--- config.mk ---
export PLATFORM = sky130hd
export DESIGN_NAME = segment_pin_port_mux
export DESIGN_NICKNAME = d
export VERILOG_FILES = /design/src/seg_port_pkg.sv /design/src/bit_sync.sv /design/src/seg_pin_group.sv /design/src/segment_pin_port_mux.sv
export SDC_FILE = /design/constraint.sdc
export NUM_CORES = 1
export LEC_CHECK = 0
export BUFFER_PORTS_ARGS = -buffer_cell sky130_fd_sc_hd__buf_2
export CAP_MARGIN = 20
export CORE_ASPECT_RATIO = 0.8
export CORE_MARGIN = 1.5
export CORE_UTILIZATION = 45
export DETAILED_ROUTE_END_ITERATION = 8
export PLACE_DENSITY = 0.7
export SYNTH_ARGS = -nofsm -noshare
export SYNTH_HDL_FRONTEND = slang
export SYNTH_SLANG_ARGS = --single-unit
--- constraint.sdc ---
create_clock -name aclk -period 2.5 [get_ports aclk]
set_input_delay 0.375 -clock aclk [delete_from_list [all_inputs] [get_ports aclk]]
set_output_delay 0.375 -clock aclk [all_outputs]
set_load 0.05 [all_outputs]
--- src/seg_port_pkg.sv ---
// register map, reset values and timing for the segment pin port mux
package seg_port_pkg;
  // ==========================================================
  // register indices, byte address is four times the index
  localparam logic [6:0] IDX_X_GROUP = 7'h0c; // port x group load
  localparam logic [6:0] IDX_SEL     = 7'h11; // segment port select
  localparam logic [6:0] IDX_ADC     = 7'h14; // converter channel
  localparam logic [6:0] IDX_CTRL    = 7'h15; // display and key scan
  localparam logic [6:0] IDX_KEY     = 7'h17; // captured key data
  localparam logic [6:0] IDX_Y_GROUP = 7'h42; // port y group load
  localparam logic [6:0] IDX_X_LO    = 7'h68; // port x low nibble
  localparam logic [6:0] IDX_X_HI    = 7'h69; // port x high nibble
  localparam logic [6:0] IDX_E       = 7'h6b; // port e nibble
  localparam logic [6:0] IDX_F       = 7'h6d; // port f nibble
  localparam logic [6:0] IDX_D_IN    = 7'h72; // port d pin levels
  // ==========================================================
  // field positions
  localparam int SEL_F_BIT     = 0; // 1: group f general output
  localparam int SEL_E_BIT     = 1; // 1: group e general output
  localparam int SEL_X_BIT     = 2; // 1: group x general output
  localparam int SEL_Y_BIT     = 3; // 1: group y general output
  localparam int CTRL_DISP_BIT = 0; // display on
  localparam int CTRL_SCAN_BIT = 1; // key scan on group y
  // ==========================================================
  // values after reset
  localparam logic [3:0]  SEL_RST  = 4'h0;    // all segment outputs
  localparam logic [3:0]  ADC_RST  = 4'h0;    // no port d channel
  localparam logic [1:0]  CTRL_RST = 2'h0;    // display off
  localparam logic [3:0]  NIB_RST  = 4'h0;    // data nibbles
  localparam logic [15:0] Y_RST    = 16'h0000; // port y latch
  localparam logic [3:0]  ADC_CH_D0 = 4'h2;   // channel of pin d0
  localparam logic [1:0]  RESP_OKAY   = 2'h0; // axi okay
  localparam logic [1:0]  RESP_SLVERR = 2'h2; // axi slave error
  // ==========================================================
  // timing
  localparam int CLK_PERIOD_NS   = 50;     // 20 mhz
  localparam int KEY_SRC_TIME_NS = 220000; // key source period
  localparam int SEG_TIME_NS     = 220000; // segment period
  localparam int KEY_SRC_CYCLES  = (KEY_SRC_TIME_NS + CLK_PERIOD_NS - 1) / CLK_PERIOD_NS;
  localparam int SEG_CYCLES      = (SEG_TIME_NS + CLK_PERIOD_NS - 1) / CLK_PERIOD_NS;
  // ==========================================================
  // key scan phase
  typedef enum logic [1:0] {
    PH_SEG = 2'b01, // pins carry segment drive
    PH_KEY = 2'b10  // group y carries key source
  } scan_phase_t;
endpackage : seg_port_pkg

--- src/bit_sync.sv ---
// two flip-flop synchroniser for pin inputs
`timescale 1ns/1ns
`default_nettype none
module bit_sync #(
  parameter int W = 4 // bits
) (
  input  wire logic         aclk,    // clock
  input  wire logic         aresetn, // sync reset, low
  input  wire logic [W-1:0] d,       // async pins
  output logic      [W-1:0] sync_ff  // synchronised
);
  logic [W-1:0] meta_ff; // first stage, read only by sync_ff
  // ==========================================================
  // two stages
  always_ff @(posedge aclk) begin
    if (!aresetn) begin
      meta_ff <= '0;
      sync_ff <= '0;
    end else begin
      meta_ff <= d;
      sync_ff <= meta_ff;
    end
  end
endmodule : bit_sync
`default_nettype wire

--- src/seg_pin_group.sv ---
// output selection for one group of shared segment pins
`timescale 1ns/1ns
`default_nettype none
module seg_pin_group #(
  parameter int W = 4 // pins in group
) (
  input  wire logic         aclk,      // clock
  input  wire logic         aresetn,   // sync reset, low
  input  wire logic         gp_mode,   // general output role
  input  wire logic         disp_on,   // display on
  input  wire logic         key_phase, // key source slot
  input  wire logic [W-1:0] seg_drv,   // segment drive
  input  wire logic [W-1:0] port_dat,  // port latch
  input  wire logic [W-1:0] key_dat,   // key source pattern
  output logic      [W-1:0] pin_ff     // pin level
);
  logic [W-1:0] nxt_pin; // selected level
  // ==========================================================
  // display off gives steady low on segment pins outside the key slot
  assign nxt_pin = gp_mode   ? port_dat :
                   key_phase ? key_dat :
                   disp_on   ? seg_drv : '0;
  always_ff @(posedge aclk) begin
    if (!aresetn) pin_ff <= '0;
    else          pin_ff <= nxt_pin;
  end
endmodule : seg_pin_group
`default_nettype wire

--- src/segment_pin_port_mux.sv ---
// shared segment pin port mux with axi4-lite register slave
//
// Notes on behaviour
// - port f data is dot nibble 13
// - port e data is dot nibble 11
// - port x from nibbles 9 and 8
// - port x loadable via group register
// - port y loadable via group register
// - power-on or clock stop: segments, display off
// - display off drives steady low; group y still carries key source in the key slot
// - ce reset keeps every pin role
// - port d is 4-bit input port
// - converter channel picks port d role
// - port d pins have pull-downs
// - reading port d returns pin levels
// - select register picks output or segment
// - scan pull-downs only in key period
// - converter pin alone loses pull-down
//
// Our own choice: the AXI4-Lite interface to the registers.
`timescale 1ns/1ns
`default_nettype none
module segment_pin_port_mux #(
  parameter int KEY_CYCLES = seg_port_pkg::KEY_SRC_CYCLES, // key slot
  parameter int SEG_CYCLES = seg_port_pkg::SEG_CYCLES      // seg slot
) (
  input  wire logic        aclk,          // clock, 20 mhz
  input  wire logic        aresetn,       // power-on reset, low
  input  wire logic        clock_stop,    // clock stop pulse
  input  wire logic        ce_reset,      // ce reset pulse
  // axi4-lite slave
  input  wire logic [11:0] s_awaddr,      // write address
  input  wire logic        s_awvalid,     // write address valid
  output logic             s_awready,     // write address ready
  input  wire logic [31:0] s_wdata,       // write data
  input  wire logic [3:0]  s_wstrb,       // byte strobes
  input  wire logic        s_wvalid,      // write data valid
  output logic             s_wready,      // write data ready
  output logic [1:0]       s_bresp,       // write response
  output logic             s_bvalid,      // response valid
  input  wire logic        s_bready,      // response ready
  input  wire logic [11:0] s_araddr,      // read address
  input  wire logic        s_arvalid,     // read address valid
  output logic             s_arready,     // read address ready
  output logic [31:0]      s_rdata,       // read data
  output logic [1:0]       s_rresp,       // read response
  output logic             s_rvalid,      // read valid
  input  wire logic        s_rready,      // read ready
  // lcd controller side
  input  wire logic [3:0]  lcd_seg_f,     // segment drive f
  input  wire logic [3:0]  lcd_seg_e,     // segment drive e
  input  wire logic [5:0]  lcd_seg_x,     // segment drive x
  input  wire logic [15:0] lcd_seg_y,     // segment drive y
  output logic [3:0]       dot_nibble_13, // dot data to lcd
  output logic [3:0]       dot_nibble_11, // dot data to lcd
  output logic [3:0]       dot_nibble_9,  // dot data to lcd
  output logic [3:0]       dot_nibble_8,  // dot data to lcd
  // pins
  output logic [3:0]       seg_pin_f,     // pins of group f
  output logic [3:0]       seg_pin_e,     // pins of group e
  output logic [5:0]       seg_pin_x,     // pins of group x
  output logic [15:0]      seg_pin_y,     // pins of group y
  output logic             key_scan_drive, // key source slot
  input  wire logic [3:0]  port_d_pin,    // port d pins
  output logic [3:0]       port_d_pulldown, // pull-down enables
  output logic [3:0]       port_d_adc_sel // pin to converter
);
  // ==========================================================
  // register state
  logic [3:0]  seg_group_f_out_ff; // port f / dot 13
  logic [3:0]  seg_group_e_out_ff; // port e / dot 11
  logic [3:0]  seg_group_x_hi_ff;  // port x hi / dot 9
  logic [3:0]  seg_group_x_lo_ff;  // port x lo / dot 8
  logic [15:0] port_y_ff;          // port y latch
  logic [3:0]  sel_ff;             // segment port select
  logic [3:0]  adc_ff;             // converter channel
  logic [1:0]  ctrl_ff;            // display and scan
  logic [3:0]  key_data_ff;        // captured returns
  logic [3:0]  key_return_in;      // synced port d

  // ==========================================================
  // axi write and read channel state
  logic        aw_held_ff;  // address taken
  logic        w_held_ff;   // data taken
  logic [6:0]  wr_idx_ff;   // register index
  logic [31:0] wdata_ff;    // held data
  logic [3:0]  wstrb_ff;    // held strobes
  logic        bvalid_ff;   // response pending
  logic [1:0]  bresp_ff;    // response code
  logic        rvalid_ff;   // read data pending
  logic [31:0] rdata_ff;    // read data
  logic [1:0]  rresp_ff;    // read response

  // handshakes; one write and one read at a time
  wire aw_fire  = s_awvalid && s_awready;
  wire w_fire   = s_wvalid && s_wready;
  wire ar_fire  = s_arvalid && s_arready;
  wire do_write = aw_held_ff && w_held_ff && !bvalid_ff;

  assign s_awready = !aw_held_ff && !bvalid_ff;
  assign s_wready  = !w_held_ff && !bvalid_ff;
  assign s_arready = !rvalid_ff;
  assign s_bvalid  = bvalid_ff;
  assign s_bresp   = bresp_ff;
  assign s_rvalid  = rvalid_ff;
  assign s_rdata   = rdata_ff;
  assign s_rresp   = rresp_ff;

  // ==========================================================
  // write decode
  wire lane0 = wstrb_ff[0]; // low byte
  wire lane1 = wstrb_ff[1]; // second byte
  wire wr_x_grp = do_write && wr_idx_ff == seg_port_pkg::IDX_X_GROUP;
  wire wr_y_grp = do_write && wr_idx_ff == seg_port_pkg::IDX_Y_GROUP;
  wire wr_sel   = do_write && lane0 && wr_idx_ff == seg_port_pkg::IDX_SEL;
  wire wr_adc   = do_write && lane0 && wr_idx_ff == seg_port_pkg::IDX_ADC;
  wire wr_ctrl  = do_write && lane0 && wr_idx_ff == seg_port_pkg::IDX_CTRL;
  wire wr_x_lo  = do_write && lane0 && wr_idx_ff == seg_port_pkg::IDX_X_LO;
  wire wr_x_hi  = do_write && lane0 && wr_idx_ff == seg_port_pkg::IDX_X_HI;
  wire wr_e     = do_write && lane0 && wr_idx_ff == seg_port_pkg::IDX_E;
  wire wr_f     = do_write && lane0 && wr_idx_ff == seg_port_pkg::IDX_F;

  // mapped indices, anything else answers slave error
  wire wr_hit = wr_x_grp || wr_y_grp ||
                wr_idx_ff == seg_port_pkg::IDX_SEL ||
                wr_idx_ff == seg_port_pkg::IDX_ADC ||
                wr_idx_ff == seg_port_pkg::IDX_CTRL ||
                wr_idx_ff == seg_port_pkg::IDX_X_LO ||
                wr_idx_ff == seg_port_pkg::IDX_X_HI ||
                wr_idx_ff == seg_port_pkg::IDX_E ||
                wr_idx_ff == seg_port_pkg::IDX_F ||
                wr_idx_ff == seg_port_pkg::IDX_KEY ||
                wr_idx_ff == seg_port_pkg::IDX_D_IN;

  // ==========================================================
  // address and data capture, either order
  always_ff @(posedge aclk) begin
    if (!aresetn) begin
      aw_held_ff <= 1'b0;
      w_held_ff  <= 1'b0;
      wr_idx_ff  <= 7'h00;
      wdata_ff   <= 32'h0000_0000;
      wstrb_ff   <= 4'h0;
    end else begin
      if (aw_fire) begin
        aw_held_ff <= 1'b1;
        wr_idx_ff  <= s_awaddr[8:2];
      end else if (do_write) begin
        aw_held_ff <= 1'b0;
      end
      if (w_fire) begin
        w_held_ff <= 1'b1;
        wdata_ff  <= s_wdata;
        wstrb_ff  <= s_wstrb;
      end else if (do_write) begin
        w_held_ff <= 1'b0;
      end
    end
  end

  // write response, raised at the edge that updates the latches
  always_ff @(posedge aclk) begin
    if (!aresetn) begin
      bvalid_ff <= 1'b0;
      bresp_ff  <= seg_port_pkg::RESP_OKAY;
    end else if (do_write) begin
      bvalid_ff <= 1'b1;
      bresp_ff  <= wr_hit ? seg_port_pkg::RESP_OKAY : seg_port_pkg::RESP_SLVERR;
    end else if (s_bready) begin
      bvalid_ff <= 1'b0;
    end
  end

  // ==========================================================
  // shared port and dot nibbles
  // next values; group loads take the low data buffer bits
  wire [3:0]  nxt_x_lo = wr_x_grp && lane0 ? wdata_ff[3:0] :
                         wr_x_lo ? wdata_ff[3:0] : seg_group_x_lo_ff;
  wire [3:0]  nxt_x_hi = wr_x_grp && lane0 ? {2'h0, wdata_ff[5:4]} :
                         wr_x_hi ? wdata_ff[3:0] : seg_group_x_hi_ff;
  wire [7:0]  nxt_y_lo = wr_y_grp && lane0 ? wdata_ff[7:0] : port_y_ff[7:0];
  wire [7:0]  nxt_y_hi = wr_y_grp && lane1 ? wdata_ff[15:8] : port_y_ff[15:8];
  wire [3:0]  nxt_e    = wr_e ? wdata_ff[3:0] : seg_group_e_out_ff;
  wire [3:0]  nxt_f    = wr_f ? wdata_ff[3:0] : seg_group_f_out_ff;

  // data latches survive clock stop and ce reset
  always_ff @(posedge aclk) begin
    if (!aresetn) begin
      seg_group_x_lo_ff  <= seg_port_pkg::NIB_RST;
      seg_group_x_hi_ff  <= seg_port_pkg::NIB_RST;
      seg_group_e_out_ff <= seg_port_pkg::NIB_RST;
      seg_group_f_out_ff <= seg_port_pkg::NIB_RST;
      port_y_ff          <= seg_port_pkg::Y_RST;
    end else begin
      seg_group_x_lo_ff  <= nxt_x_lo;
      seg_group_x_hi_ff  <= nxt_x_hi;
      seg_group_e_out_ff <= nxt_e;
      seg_group_f_out_ff <= nxt_f;
      port_y_ff          <= {nxt_y_hi, nxt_y_lo};
    end
  end

  // ==========================================================
  // role and mode registers
  // clock stop acts like power-on; ce reset leaves roles alone
  wire stop_or_por = !aresetn || clock_stop;
  wire [3:0] nxt_sel  = wr_sel  ? wdata_ff[3:0] : sel_ff;
  wire [3:0] nxt_adc  = wr_adc  ? wdata_ff[3:0] : adc_ff;
  wire [1:0] nxt_ctrl = wr_ctrl ? wdata_ff[1:0] : ctrl_ff;

  always_ff @(posedge aclk) begin
    if (stop_or_por) begin
      sel_ff  <= seg_port_pkg::SEL_RST;
      adc_ff  <= seg_port_pkg::ADC_RST;
      ctrl_ff <= seg_port_pkg::CTRL_RST;
    end else begin
      sel_ff  <= nxt_sel;
      adc_ff  <= nxt_adc;
      ctrl_ff <= nxt_ctrl;
    end
  end

  wire disp_on  = ctrl_ff[seg_port_pkg::CTRL_DISP_BIT]; // display on
  wire scan_on  = ctrl_ff[seg_port_pkg::CTRL_SCAN_BIT] &&
                  !sel_ff[seg_port_pkg::SEL_Y_BIT];      // key scan live

  // ==========================================================
  // key scan timing
  // 13-bit counter, slots must stay at or below 8192 cycles
  seg_port_pkg::scan_phase_t phase_ff;  // current slot
  seg_port_pkg::scan_phase_t nxt_phase; // next slot
  logic [12:0] cnt_ff;  // cycles in slot
  logic [12:0] nxt_cnt; // next count

  wire [12:0] key_last = 13'(KEY_CYCLES - 1); // end of key slot
  wire [12:0] seg_last = 13'(SEG_CYCLES - 1); // end of seg slot
  wire key_phase = scan_on && phase_ff == seg_port_pkg::PH_KEY;
  wire key_end   = key_phase && cnt_ff == key_last;

  // slot sequencer; ce reset restarts it in the segment slot
  always_comb begin
    nxt_phase = phase_ff;
    nxt_cnt   = cnt_ff + 13'h0001;
    case (phase_ff)
      seg_port_pkg::PH_SEG: begin
        if (cnt_ff == seg_last) begin
          nxt_phase = seg_port_pkg::PH_KEY;
          nxt_cnt   = 13'h0000;
        end
      end
      seg_port_pkg::PH_KEY: begin
        if (cnt_ff == key_last) begin
          nxt_phase = seg_port_pkg::PH_SEG;
          nxt_cnt   = 13'h0000;
        end
      end
      default: begin
        nxt_phase = seg_port_pkg::PH_SEG;
        nxt_cnt   = 13'h0000;
      end
    endcase
    if (!scan_on || ce_reset) begin
      nxt_phase = seg_port_pkg::PH_SEG;
      nxt_cnt   = 13'h0000;
    end
  end

  always_ff @(posedge aclk) begin
    if (!aresetn) begin
      phase_ff <= seg_port_pkg::PH_SEG;
      cnt_ff   <= 13'h0000;
    end else begin
      phase_ff <= nxt_phase;
      cnt_ff   <= nxt_cnt;
    end
  end

  // ==========================================================
  // port d: synchroniser, converter select, pull-downs
  bit_sync #(
    .W (4)
  ) u_d_sync (
    .aclk    (aclk),
    .aresetn (aresetn),
    .d       (port_d_pin),
    .sync_ff (key_return_in)
  );

  // pin i is converter channel 2 + i
  genvar gi;
  generate
    for (gi = 0; gi < 4; gi++) begin : g_pd
      wire adc_pin = adc_ff == seg_port_pkg::ADC_CH_D0 + 4'(gi);
      assign port_d_adc_sel[gi]  = adc_pin;
      // scan gates the pull-down to the key slot
      assign port_d_pulldown[gi] = !adc_pin &&
                                   (!scan_on || key_phase);
    end
  endgenerate

  // returns sampled on the last cycle of the key slot
  always_ff @(posedge aclk) begin
    if (!aresetn) key_data_ff <= seg_port_pkg::NIB_RST;
    else if (key_end) key_data_ff <= key_return_in;
  end

  // ==========================================================
  // pin groups; only group y carries key source
  seg_pin_group #(.W (4)) u_grp_f (
    .aclk      (aclk),
    .aresetn   (aresetn),
    .gp_mode   (sel_ff[seg_port_pkg::SEL_F_BIT]),
    .disp_on   (disp_on),
    .key_phase (1'b0),
    .seg_drv   (lcd_seg_f),
    .port_dat  (seg_group_f_out_ff),
    .key_dat   (4'h0),
    .pin_ff    (seg_pin_f)
  );
  seg_pin_group #(.W (4)) u_grp_e (
    .aclk      (aclk),
    .aresetn   (aresetn),
    .gp_mode   (sel_ff[seg_port_pkg::SEL_E_BIT]),
    .disp_on   (disp_on),
    .key_phase (1'b0),
    .seg_drv   (lcd_seg_e),
    .port_dat  (seg_group_e_out_ff),
    .key_dat   (4'h0),
    .pin_ff    (seg_pin_e)
  );
  seg_pin_group #(.W (6)) u_grp_x (
    .aclk      (aclk),
    .aresetn   (aresetn),
    .gp_mode   (sel_ff[seg_port_pkg::SEL_X_BIT]),
    .disp_on   (disp_on),
    .key_phase (1'b0),
    .seg_drv   (lcd_seg_x),
    .port_dat  ({seg_group_x_hi_ff[1:0], seg_group_x_lo_ff}),
    .key_dat   (6'h00),
    .pin_ff    (seg_pin_x)
  );
  seg_pin_group #(.W (16)) u_grp_y (
    .aclk      (aclk),
    .aresetn   (aresetn),
    .gp_mode   (sel_ff[seg_port_pkg::SEL_Y_BIT]),
    .disp_on   (disp_on),
    .key_phase (key_phase),
    .seg_drv   (lcd_seg_y),
    .port_dat  (port_y_ff),
    .key_dat   (port_y_ff),
    .pin_ff    (seg_pin_y)
  );

  assign key_scan_drive = key_phase;
  assign dot_nibble_13  = seg_group_f_out_ff;
  assign dot_nibble_11  = seg_group_e_out_ff;
  assign dot_nibble_9   = seg_group_x_hi_ff;
  assign dot_nibble_8   = seg_group_x_lo_ff;

  // ==========================================================
  // read path
  wire [6:0]  rd_idx = s_araddr[8:2]; // register index
  wire [31:0] rd_val =
    rd_idx == seg_port_pkg::IDX_X_GROUP ?
      {26'h0, seg_group_x_hi_ff[1:0], seg_group_x_lo_ff} :
    rd_idx == seg_port_pkg::IDX_Y_GROUP ? {16'h0000, port_y_ff} :
    rd_idx == seg_port_pkg::IDX_SEL  ? {28'h0, sel_ff} :
    rd_idx == seg_port_pkg::IDX_ADC  ? {28'h0, adc_ff} :
    rd_idx == seg_port_pkg::IDX_CTRL ? {30'h0, ctrl_ff} :
    rd_idx == seg_port_pkg::IDX_KEY  ? {28'h0, key_data_ff} :
    rd_idx == seg_port_pkg::IDX_X_LO ? {28'h0, seg_group_x_lo_ff} :
    rd_idx == seg_port_pkg::IDX_X_HI ? {28'h0, seg_group_x_hi_ff} :
    rd_idx == seg_port_pkg::IDX_E    ? {28'h0, seg_group_e_out_ff} :
    rd_idx == seg_port_pkg::IDX_F    ? {28'h0, seg_group_f_out_ff} :
    {28'h0, key_return_in};
  wire rd_hit = rd_idx == seg_port_pkg::IDX_X_GROUP ||
                rd_idx == seg_port_pkg::IDX_Y_GROUP ||
                rd_idx == seg_port_pkg::IDX_SEL ||
                rd_idx == seg_port_pkg::IDX_ADC ||
                rd_idx == seg_port_pkg::IDX_CTRL ||
                rd_idx == seg_port_pkg::IDX_KEY ||
                rd_idx == seg_port_pkg::IDX_X_LO ||
                rd_idx == seg_port_pkg::IDX_X_HI ||
                rd_idx == seg_port_pkg::IDX_E ||
                rd_idx == seg_port_pkg::IDX_F ||
                rd_idx == seg_port_pkg::IDX_D_IN;

  // reads have no side effect anywhere
  always_ff @(posedge aclk) begin
    if (!aresetn) begin
      rvalid_ff <= 1'b0;
      rdata_ff  <= 32'h0000_0000;
      rresp_ff  <= seg_port_pkg::RESP_OKAY;
    end else if (ar_fire) begin
      rvalid_ff <= 1'b1;
      rdata_ff  <= rd_hit ? rd_val : 32'h0000_0000;
      rresp_ff  <= rd_hit ? seg_port_pkg::RESP_OKAY : seg_port_pkg::RESP_SLVERR;
    end else if (s_rready) begin
      rvalid_ff <= 1'b0;
    end
  end
endmodule : segment_pin_port_mux
`default_nettype wire

Word level (Yosys, flattened, before mapping)
Index checks and enable logic that the tools add are counted.
{"block": "totals", "ff_bits": 164, "input_bits": 103, "output_inout_bits": 96, "elab_cells": 171}
{"block": "classes", "add_sub_neg": 1, "n_eq_ne": 31, "mux": 36, "bitwise": 2, "n_reduce_logical": 72}
{"operator": "$mux W16", "count": 6}
{"operator": "$eq A7 B7 Y1 const B", "count": 12}
{"operator": "$eq A7 B5 Y1 const B", "count": 8}
{"operator": "$mux W4", "count": 14}
{"operator": "$logic_and A1 B1 Y1", "count": 27}
{"operator": "$logic_or A1 B1 Y1", "count": 23}
{"operator": "$eq A7 B4 Y1 const B", "count": 2}
{"operator": "$add A13 B1 Y13 const B", "count": 1}
{"operator": "$eq A13 B13 Y1 const B", "count": 1}
{"operator": "$mux W2", "count": 6}
{"operator": "$mux W6", "count": 2}
{"operator": "$reduce_bool A2 Y1", "count": 6}
{"operator": "$logic_not A1 Y1", "count": 11}
{"operator": "$eq A4 B2 Y1 const B", "count": 2}
{"operator": "$eq A4 B3 Y1 const B", "count": 2}
{"operator": "$mux W1", "count": 7}
{"operator": "$reduce_or A2 Y1", "count": 3}
{"operator": "$pmux W2 S2", "count": 1}
{"operator": "$reduce_or A4 Y1", "count": 1}
{"operator": "$eq A2 B1 Y1 const B", "count": 1}
{"operator": "$eq A2 B2 Y1 const B", "count": 1}
{"operator": "$ne A2 B1 Y1 const B", "count": 1}
{"operator": "$ne A2 B2 Y1 const B", "count": 1}
{"operator": "$not A1 Y1", "count": 2}
{"operator": "$reduce_and A2 Y1", "count": 1}

Logic depth before layout (Yosys ltp)
Gate-level depths: netlist of run 1.
{"block": "depth", "depth_word": 14, "mapped_depth": 8, "ltp_nobuf": 7}

By module
A second synthesis of run 1 with hierarchy kept.
{"block": "hier_totals", "hier_cells": 783, "area_unflattened_um2": 6926.6}
{"mod": "segment_pin_port_mux", "n_inst": 1, "cells_each": 600, "area_per_inst_um2": 5186.2, "seq_area_each_um2": 2162.1}
{"mod": "seg_pin_group (u_grp_y)", "n_inst": 1, "cells_each": 90, "area_per_inst_um2": 865.8, "seq_area_each_um2": 320.3}
{"mod": "seg_pin_group (u_grp_e ...)", "n_inst": 2, "cells_each": 22, "area_per_inst_um2": 188.9, "seq_area_each_um2": 80.1}
{"mod": "seg_pin_group (u_grp_x)", "n_inst": 1, "cells_each": 33, "area_per_inst_um2": 286.5, "seq_area_each_um2": 120.1}
{"mod": "bit_sync", "n_inst": 1, "cells_each": 16, "area_per_inst_um2": 210.2, "seq_area_each_um2": 160.2}

Worst setup path before layout of run 1
OpenSTA, ideal clock, no wires.
{"block": "synth_timing", "path_kind": "reg-to-reg", "from": "register bvalid_ff (netlist: s_bvalid)", "to": "register wdata_ff[2]", "setup_time_ns": 0.076, "arrival_ns": 2.233, "t_required_ns": 2.424, "slack_ns": 0.191, "stages_incl_launch_ff": 7, "n_path_buf": 2, "period_less_slack_ns": 2.309, "cell_sequence": "dfxtp_1 -> nor2_1 -> and2_1 -> clkbuf_1 -> buf_1 -> nand2_1 -> a21boi_0"}
{"block": "synth_via", "elab_chain_cells": 3}
{"item": "from (decl)", "line": "segment_pin_port_mux.sv:88", "text": "logic bvalid_ff;"}
{"item": "from (signal assigned)", "line": "segment_pin_port_mux.sv:164", "text": "bvalid_ff <= 1'b0;"}
{"item": "from (signal assigned)", "line": "segment_pin_port_mux.sv:167", "text": "bvalid_ff <= 1'b1;"}
{"item": "from (signal assigned)", "line": "segment_pin_port_mux.sv:170", "text": "bvalid_ff <= 1'b0;"}
{"item": "$logic_not A1 Y1", "line": "segment_pin_port_mux.sv:101", "text": "assign s_wready = !w_held_ff && !bvalid_ff;"}
{"item": "$logic_and A1 B1 Y1", "line": "segment_pin_port_mux.sv:101"}
{"item": "net s_wready", "line": "segment_pin_port_mux.sv:38", "text": "output logic s_wready,"}
{"item": "$logic_and A1 B1 Y1", "line": "segment_pin_port_mux.sv:96", "text": "wire w_fire = s_wvalid && s_wready;"}
{"item": "to (signal assigned)", "line": "segment_pin_port_mux.sv:153", "text": "wdata_ff <= s_wdata;"}
{"item": "to (decl)", "line": "segment_pin_port_mux.sv:86", "text": "logic [31:0] wdata_ff;"}
The timed path passes the listed nets, and every way through them passes these cells.
A chain may end at the register's enable or synchronous reset.

Worst setup path after layout of run 1
{"block": "layout_timing", "from": "register ctrl_ff[1]", "to": "output port_d_pulldown[2]"}
{"block": "layout_via", "elab_chain_cells": 4, "word_cells_on_any_way": 5, "cone_classes": "5 x reduce/logical"}
{"item": "from (decl)", "line": "segment_pin_port_mux.sv:77", "text": "logic [1:0] ctrl_ff;"}
{"item": "from (signal assigned)", "line": "segment_pin_port_mux.sv:215", "text": "ctrl_ff <= seg_port_pkg::CTRL_RST;"}
{"item": "from (signal assigned)", "line": "segment_pin_port_mux.sv:219", "text": "ctrl_ff <= nxt_ctrl;"}
{"item": "$logic_and A1 B1 Y1 (*)", "line": "segment_pin_port_mux.sv:224", "text": "wire scan_on = ctrl_ff[seg_port_pkg::CTRL_SCAN_BIT] &&"}
{"item": "$logic_not A1 Y1 / $logic_and A1 B1 Y1 (equally long branches)", "line": "segment_pin_port_mux.sv:297, segment_pin_port_mux.sv:237"}
{"item": "$logic_or A1 B1 Y1 (*)", "line": "segment_pin_port_mux.sv:297", "text": "(!scan_on || key_phase);"}
{"item": "$logic_and A1 B1 Y1 (*)", "line": "segment_pin_port_mux.sv:296", "text": "assign port_d_pulldown[gi] = !adc_pin &&"}
{"item": "to (decl)", "line": "segment_pin_port_mux.sv:65", "text": "output logic [3:0] port_d_pulldown,"}
Every way passes the cells marked *; elsewhere a longest branch is shown, timed or not.

==> results.py, run 1 <==
metrics = {
    "global_routing": {
        "grt_pass1_wl_um": 28200,
        "grtUsageTotal_pct": 22.9,
        "grt_max_degree": 66,
        "grt_overflow": 0,
        "grt_pass1_vias": 5150,
        "antenna_found_initial": 0,
    },
    "routing": {
        "ant_nets": 0,
        "drt_pass1_iterations": 5,
        "drt_wl_total_um": 18000,
        "drc_errors": 0,
        "via_count": 5751,
        "vias_per_cell": 5.27,
        "drt_iter0_drc": 376,
        "post_drt_wl_per_cell_um": 16.4,
    },
    "layout": {
        "nets": 996,
        "post_route_cells_drive_above_1_share_pct": 24.8,
        "ff_latch_area_um2": 2920,
        "final_cells": 1092,
        "area_growth_pct": 20.0,
        "multi_input_area_um2": 3510,
        "num_antenna_cells": 0,
        "fillerInstances": 1394,
    },
    "synth": {
        "synth-seq-cells": 146,
        "synth-adder-area-share_pct": 0.551,
        "synth_top_area_share_pct": 42.9,
        "synth_area_leaders": "dfxtp_1, mux2i_1, nand2_1, nor2b_1, a21boi_0",
        "syn_inst": 754,
        "synth.yosys.seq_area_share_pct": 42.9,
        "synth-async-reset-ratio_pct": 0,
        "synth_mux_area_share_pct": 6.19,
        "synthSimpleGateAreaFrac_pct": 27.4,
        "synth_xor_area_share_pct": 1.54,
        "synth_top_family_by_area": "simple AND/OR/NAND/NOR gates",
        "synth_compound_area_share_pct": 14.8,
        "syn_avg_cell_area_um2": 9.03,
        "synth-edff-count": 0,
        "synth_ff_type": "dfxtp_1",
        "synthesis.area_um2": 6810,
        "synth_cell_type_count": 72,
        "ys_warn_count": 0,
        "yosysTopAreaCell": "dfxtp_1",
    },
    "sta": {
        "tightestPinTransition_ps": 655,
        "rsz0062_at_grt": "false",
        "tns_ps": 0,
        "clock_skew_ps": 8.81,
        "fmax_ghz": 0.452,
        "min_period_ps": 2210,
        "finalSetupViolCount": 0,
        "maxSlewHeadroom_pct": 56.4,
        "drv_slew": 0,
        "final_hold_viol_count": 0,
        "fin_crit_sh_pct": 88.5,
    },
    "floorplanning": {
        "fp.dieH_um": 113,
        "core_area_um2": 14900,
        "pin_count": 199,
        "rows": 40,
        "die_x_um": 141,
        "start_util_pct": 45.7,
        "die_area_um2": 15900,
    },
    "cts": {
        "clkLatencyLatePin_ps": 430,
        "htree_levels": 4,
        "post_cts_resized": 0,
        "cts.sinks": 146,
        "cts_buffers": 17,
        "cts_tree": "yes",
        "postCtsHoldBufs": 0,
        "cts.path.max_buffers": 2,
        "post_cts_buffers": 0,
        "clk_pin_slew_ps": 60,
        "cts-root-buf": "clkbuf_16",
    },
    "pwr": {
        "power_density_nw_per_um2": 658,
        "p_leak_nw": 3.40,
        "ir_worst_vdd_v": 0.000462,
    },
    "worst_setup_path": {
        "path_max_fanout": 4,
        "timing.rr.end": "s_bresp[1]",
        "r2r_setup_slack_ps": 630,
        "crit_chain": "nor2b_1 -> nor2b_1 -> nor2_1 -> buf_2",
        "worstSetupPathType": "register to output pin",
        "critPathCaptureType": "output pin",
        "crit_required_ps": 2120,
        "crit_path_frequent_cell": "nor2b_1",
        "rr_startpoint": "wr_idx_ff[4]",
        "slowest_stage": "dfxtp_1",
        "arrival_ps": 1840,
        "cp-start-kind": "register",
        "ff2ff_path_depth": 5,
        "max_stage_delay_ps": 380,
    },
    "worst_hold_path": {
        "hp-start": "port_d_pin[3]",
        "hold_class": "input pin to register",
        "holdPathStages": 2,
        "min_to": "u_d_sync.meta_ff[3]",
    },
    "placement": {
        "portBuffers": 152,
        "dpl.cell_count": 1060,
        "gp_congestion": 0.955,
        "dp_hpwl_um": 12900,
    },
    "job": {
        "cap_violations": 0,
    },
    "run_status": {
        "status": "completed",
    },
}
-- area by class of cell --
cell class                      instances  share of cell area (%)
Inverter                               11                   0.505
Clock inverter                         15                    1.93
Timing Repair Buffer                  168                    10.8
Clock buffer                           17                    5.20
Tap cell                              189                    2.89
Sequential cell                       146                    35.8
Multi-Input combinational cell        546                    42.9
-- cell usage after synthesis, drive strengths merged, types with 7 or more instances --
master,count
dfxtp,146
nand2,102
nor2b,60
a21boi,53
nand3,42
buf,41
mux2i,41
nor2,37
clkbuf,26
a21oi,16
a22oi,16
and3,12
inv,11
and2,10
nand2b,10
nor3,9
xnor2,9
o21ai,8
nor4,7
o31ai,7
-- through the flow --
stage | util, % | power, mW | instance area, um2 | hold WS [ps] | setup slack (ps)
3_3_place_gp | 50.8 | 2.89 | 7580 | 420 | 326
5_1_grt | 54.8 | 5.57 | 8180 | 154 | 142
4_1_cts | 54.8 | 5.42 | 8180 | 138 | 271
6_report | 54.8 | 5.38 | 8180 | 150 | 287
2_1_floorplan | - | 2.79 | 6880 | 412 | 191
3_5_place_dp | 50.9 | 2.89 | 7590 | 419 | 309
-- cell usage in the layout (no fill, tap or decap), types with 4 or more instances in the layout --
cell	n
nor4bb_1	4
o21ai_0	8
buf_4	15
and2_1	10
nor2_1	36
dfxtp_1	146
nand3_1	41
inv_6	4
clkinv_2	4
and3_1	12
inv_1	10
xnor2_1	9
nand2b_1	9
nand4b_1	4
buf_2	152
a211o_1	4
a21boi_1	8
nor2b_1	60
a22oi_1	16
o31ai_1	7
nand2_1	102
clkbuf_16	17
nand4_1	6
a21oi_1	16
conb_1	18
a21boi_0	45
nor4_1	4
nor3b_1	6
nor3_1	9
mux2i_1	41
nand3b_1	4
-- worst max path at each step --
stage | start | end | slack, ps | cells past startpoint
floorplan | s_bvalid | wdata_ff[2] | 190 | 6
global placement | s_araddr[3] | s_rdata[5] | 330 | 5
detailed placement | s_araddr[3] | s_rdata[5] | 310 | 5
CTS | ctrl_ff[1] | port_d_pulldown[2] | 270 | 4
global route | ctrl_ff[1] | port_d_pulldown[1] | 140 | 4
finish | ctrl_ff[1] | port_d_pulldown[2] | 290 | 4
-- logic make-up (layout without fill, tap and decap cells) --
| group | count (synthesis) | count (layout) |
|---|---|---|
| simple gates | 335 | 335 |
| flops | 146 | 146 |
| compound gates | 136 | 136 |
| buf+inv | 79 | 211 |
| mux | 42 | 42 |
| xor+xnor | 12 | 12 |
| fa+ha+maj | 3 | 3 |
| other cells | 1 | 18 |
-- sequential cells by signal (all words and copies together), names as in the netlist, 6 cells and up --
name	cells
port_y_ff	16
s_rdata	16
u_grp_y.pin_ff	16
wdata_ff	16
cnt_ff	13
wr_idx_ff	7
u_grp_x.pin_ff	6
-- power breakdown --
| part | leakage [nW] | switching, mW | internal (mW) | total, mW |
|---|---|---|---|---|
| Sequential | 1.18 | 0.0485 | 2.37 | 2.42 |
| Clock | 0.282 | 1.06 | 1.48 | 2.54 |
| Combinational | 1.94 | 0.276 | 0.148 | 0.424 |
-- metal layers --
metal	GRT usage (%)	wire, um
met4	7.22	211
met5	0	0
met3	5.71	1180
met2	31.5	7280
met1	34.8	9300
-- critical path, delay by kind of cell, from the launching register on --
kind          cells  cell delay, ps
flops             1             380
simple gates      3             810
buf+inv           1             220
No activity file was read; power rests on OpenSTA's default activity.
==> run 2: changes to the inputs <==
--- a/config.mk
+++ b/config.mk
@@ -12,6 +12,7 @@
 export CORE_UTILIZATION = 45
 export DETAILED_ROUTE_END_ITERATION = 8
 export PLACE_DENSITY = 0.7
+export REMOVE_ABC_BUFFERS = 1
 export SYNTH_ARGS = -nofsm -noshare
 export SYNTH_HDL_FRONTEND = slang
 export SYNTH_SLANG_ARGS = --single-unit
==> results.py, run 2 (synthesis results as in run 1) <==
metrics = {
    "run_status": {
        "status": "completed",
    },
    "sta": {
        "fin_crit_sh_pct": 88.8,
        "finalSetupViolCount": 0,
        "clock_skew_ps": 9.61,
        "min_period_ps": 2220,
        "drv_slew": 0,
        "rsz0062_at_grt": "false",
        "tightestPinTransition_ps": 709,
        "final_hold_viol_count": 0,
        "maxSlewHeadroom_pct": 51.5,
        "fmax_ghz": 0.451,
    },
    "cts": {
        "cts_buffers": 17,
        "clk_pin_slew_ps": 60,
        "cts_tree": "yes",
        "cts.sinks": 146,
        "post_cts_buffers": 0,
        "postCtsHoldBufs": 0,
        "cts.path.max_buffers": 2,
        "htree_levels": 4,
        "clkLatencyLatePin_ps": 420,
        "post_cts_resized": 0,
        "cts-root-buf": "clkbuf_16",
    },
    "layout": {
        "fillerInstances": 1385,
        "num_antenna_cells": 0,
        "nets": 991,
        "final_cells": 1086,
        "final_common_cell": "buf_2",
        "mostFrequentLayoutCells": "buf_2, dfxtp_1, nand2_1",
        "fin_util_pct": 55.0,
        "area_growth_pct": 20.4,
        "post_route_cells_drive_above_1_share_pct": 24.1,
    },
    "global_routing": {
        "grt_use_met3_pct": 5.88,
        "grt_pass1_vias": 5159,
        "busiest_layer": "met1",
        "grtUsageMet2_pct": 31.0,
        "antenna_found_initial": 0,
        "grtUsageTotal_pct": 22.2,
        "grt_pass1_wl_um": 27500,
        "grt_max_degree": 41,
        "grt_overflow": 0,
        "grt_use_met1_pct": 33.0,
    },
    "worst_setup_path": {
        "crit_cells": 4,
        "crit_buf_inv": 1,
        "arrival_ps": 1840,
        "crit_path_frequent_cell": "nor2b_1",
        "critPathCaptureType": "output pin",
        "cp-start-kind": "register",
        "crit_family": "simple AND/OR/NAND/NOR gates",
        "slowest_stage": "dfxtp_1",
        "max_stage_delay_ps": 410,
        "path_max_fanout": 4,
        "ff2ff_path_depth": 5,
        "worstSetupPathType": "register to output pin",
        "crit_chain": "nor2b_1 -> nor2b_1 -> nor2_1 -> buf_2",
        "crit_required_ps": 2120,
    },
    "floorplanning": {
        "core_area_um2": 14900,
        "pin_count": 199,
        "rows": 40,
        "start_util_pct": 45.7,
        "die_area_um2": 15900,
        "die_x_um": 141,
        "fp.dieH_um": 113,
    },
    "job": {
        "cap_violations": 0,
    },
    "routing": {
        "drc_errors": 0,
        "post_drt_wl_per_cell_um": 16.1,
        "drt_wl_total_um": 17400,
        "drt_pass1_iterations": 5,
        "ant_nets": 0,
        "vias_per_cell": 5.28,
        "via_count": 5738,
        "drt_iter0_drc": 489,
    },
    "placement": {
        "dpl.cell_count": 1055,
        "portBuffers": 152,
        "gp_congestion": 0.911,
        "dp_hpwl_um": 12700,
    },
    "worst_hold_path": {
        "hold_class": "input pin to register",
        "holdPathStages": 2,
    },
    "pwr": {
        "ir_worst_vdd_v": 0.000417,
        "p_leak_nw": 3.41,
        "power_density_nw_per_um2": 680,
    },
}
-- run 2: cell types whose count changed in the layout (fill, tap and decap cells not counted), moves of 2 or more --
| cell | before | now |
|---|---|---|
| buf_4 | 15 | 10 |
| clkbuf_8 | 0 | 4 |
| clkinv_2 | 4 | 1 |
| inv_6 | 4 | 1 |
| bufinv_16 | 2 | 4 |
| clkbuf_1 | 0 | 2 |
-- run 2: layout make-up --
| class | instances | area, um2 | area share [%] |
|---|---|---|---|
| tap | 189 | 236 | 2.88 |
| timing repair buffer | 163 | 856 | 10.4 |
| sequential | 146 | 2920 | 35.6 |
| clock inverter | 8 | 149 | 1.82 |
| multi-input combinational | 546 | 3510 | 42.8 |
| clock buffer | 23 | 488 | 5.95 |
| inverter | 11 | 41.3 | 0.504 |
-- run 2: power by group --
| part | internal, mW | total [mW] | switching (mW) |
|---|---|---|---|
| clock | 1.77 | 2.73 | 0.959 |
| sequential | 2.37 | 2.42 | 0.0468 |
| combinational | 0.149 | 0.427 | 0.278 |
-- run 2: through the flow --
step	hold WS [ps]	power [mW]	instance area, um2	setup WS (ps)	setup TNS [ps]
after global routing	146	5.77	8200	181	0
after CTS	141	5.62	8200	289	0
final	157	5.58	8200	280	0
after global placement	415	2.89	7560	324	0
after detailed placement	421	2.89	7560	253	0
after floorplan	412	2.72	6470	-673	-2420
-- run 2: final timing paths --
kind | slack, ps | startpoint | end
min reg2reg | 430 | u_d_sync.meta_ff[2] | u_d_sync.sync_ff[2]
min | 160 | port_d_pin[3] | u_d_sync.meta_ff[3]
max | 280 | ctrl_ff[1] | port_d_pulldown[1]
max reg2reg | 480 | s_bvalid | dot_nibble_8[3]
-- run 2: worst reg2reg max path, cell delays in order, from the launching register on --
cell and delay, ps:
dfxtp_1 350, nand4b_2 400, nor4_2 590, a21o_1 290, mux2i_1 220, nor2b_1 60
-- run 2: routing by layer --
layer	wire [um]	share of wire (%)
met4	275	1.6
met2	7360	42
met1	8650	50
met3	1150	6.6
met5	0	0
==> run 3: changes to the inputs <==
--- a/config.mk
+++ b/config.mk
@@ -5,13 +5,15 @@
 export SDC_FILE = /design/constraint.sdc
 export NUM_CORES = 1
 export LEC_CHECK = 0
+export ABC_AREA = 0
 export BUFFER_PORTS_ARGS = -buffer_cell sky130_fd_sc_hd__buf_2
 export CAP_MARGIN = 20
 export CORE_ASPECT_RATIO = 0.8
 export CORE_MARGIN = 1.5
 export CORE_UTILIZATION = 45
 export DETAILED_ROUTE_END_ITERATION = 8
-export PLACE_DENSITY = 0.7
+export GPL_TIMING_DRIVEN = 0
+export PLACE_DENSITY_LB_ADDON = 0.05
 export REMOVE_ABC_BUFFERS = 1
 export SYNTH_ARGS = -nofsm -noshare
 export SYNTH_HDL_FRONTEND = slang
==> results.py, run 3 (synthesis results as in run 1) <==
metrics = {
    "sta": {
        "finalSetupViolCount": 0,
        "tightestPinTransition_ps": 980,
        "rsz0062_at_grt": "false",
        "fin_crit_sh_pct": 92.9,
        "clock_skew_ps": 6.84,
        "maxSlewHeadroom_pct": 34.6,
        "min_period_ps": 2320,
        "setup_ws_ps": 177,
        "fin_hold_ws_ps": 157,
        "drv_slew": 0,
        "final_hold_viol_count": 0,
        "fmax_ghz": 0.431,
    },
    "worst_setup_path": {
        "crit_required_ps": 2120,
        "cp-start-kind": "register",
        "path_max_fanout": 4,
        "worstSetupPathType": "register to output pin",
        "arrival_ps": 1950,
        "critPathCaptureType": "output pin",
    },
    "global_routing": {
        "grtUsageTotal_pct": 23.4,
        "grt_overflow": 0,
        "grt_pass1_wl_um": 29000,
        "grt_pass1_vias": 5517,
        "antenna_found_initial": 0,
        "grt_max_degree": 71,
    },
    "floorplanning": {
        "start_util_pct": 45.7,
        "rows": 40,
        "pin_count": 199,
        "core_area_um2": 14900,
        "die_area_um2": 15900,
        "fp.dieH_um": 113,
        "die_x_um": 141,
    },
    "pwr": {
        "power_density_nw_per_um2": 677,
        "p_leak_nw": 3.37,
        "ir_worst_vdd_v": 0.000475,
        "p_total_mw": 5.50,
    },
    "layout": {
        "fin_util_pct": 54.5,
        "mostFrequentLayoutCells": "buf_2, dfxtp_1, nand2_1",
        "final_common_cell": "buf_2",
        "area_growth_pct": 19.3,
        "nets": 983,
        "num_antenna_cells": 0,
        "post_route_cells_drive_above_1_share_pct": 23.7,
    },
    "placement": {
        "dp_hpwl_um": 13200,
        "dpl_worst_slack_ps": 142,
        "portBuffers": 152,
        "gp_congestion": 0.860,
    },
    "cts": {
        "cts_buffers": 17,
        "cts.sinks": 146,
        "cts.path.max_buffers": 2,
        "cts_tree": "yes",
        "postCtsHoldBufs": 0,
        "htree_levels": 4,
        "post_cts_buffers": 0,
        "clkLatencyLatePin_ps": 420,
        "cts-root-buf": "clkbuf_16",
        "post_cts_resized": 0,
        "clk_pin_slew_ps": 60,
    },
    "routing": {
        "drt_wl_total_um": 18300,
        "drt_pass1_iterations": 5,
        "vias_per_cell": 5.40,
        "post_drt_wl_per_cell_um": 17.0,
        "drc_errors": 0,
        "via_count": 5831,
        "ant_nets": 0,
        "drt_iter0_drc": 454,
    },
    "worst_hold_path": {
        "hold_class": "input pin to register",
    },
    "run_status": {
        "status": "completed",
    },
    "job": {
        "cap_violations": 0,
    },
}
==> run 3: cell types whose count changed in the layout (fill, tap and decap cells not counted) <==
cell | before | now
buf_2 | 152 | 151
buf_4 | 10 | 3
clkinv_4 | 0 | 2
clkinvlp_4 | 2 | 1
clkbuf_1 | 2 | 0
clkinv_2 | 1 | 4
clkbuf_8 | 4 | 3
inv_6 | 1 | 2
bufinv_16 | 4 | 3
==> run 3: per-stage QoR <==
step,TNS [ps],cell area [um2],std cells
after detailed placement,0,7500,1046
after global routing,0,8130,1079
after global placement,-2250,7470,1044
after CTS,0,8120,1078
after floorplan,-2420,6470,703
final,0,8130,1079
==> run 3: cell type report <==
class                           count  area [um2]
Fill cell                        1403        6790
Multi-Input combinational cell    546        3510
Sequential cell                   146        2920
Timing Repair Buffer              155         798
Clock buffer                       20         467
Tap cell                          189         236
Clock inverter                     12         153
Inverter                           11        41.3
==> run 3: metal layers <==
layer	part of all wire, %	vias to the layer above	wire length [um]	GRT usage [%]
li1	-	2844	-	-
met4	1.5	0	284	8.40
met2	41	224	7460	34.1
met5	0	-	0	0
met1	50	2740	9250	34.2
met3	7.4	23	1360	4.78
==> run 3: worst paths after layout <==
| path | cells past startpoint | start | end | slack (ps) |
|---|---|---|---|---|
| max | 4 | ctrl_ff[1] | port_d_pulldown[3] | 180 |
| min | 2 | port_d_pin[0] | u_d_sync.meta_ff[0] | 160 |
| max reg2reg | 5 | s_bvalid | dot_nibble_8[2] | 440 |
| min reg2reg | 1 | u_d_sync.meta_ff[2] | u_d_sync.sync_ff[2] | 430 |
==> run 3: where the power goes <==
part / internal, mW / switching, mW
logic: 0.146 / 0.282
registers: 2.37 / 0.0480
clock network: 1.65 / 1.00
==> run 3: worst max-delay path, cell delays in order (launching register included) <==
cell and delay, ps:
dfxtp_1 430, nor2b_1 270, nor2b_1 510, nor2_1 100, buf_2 230
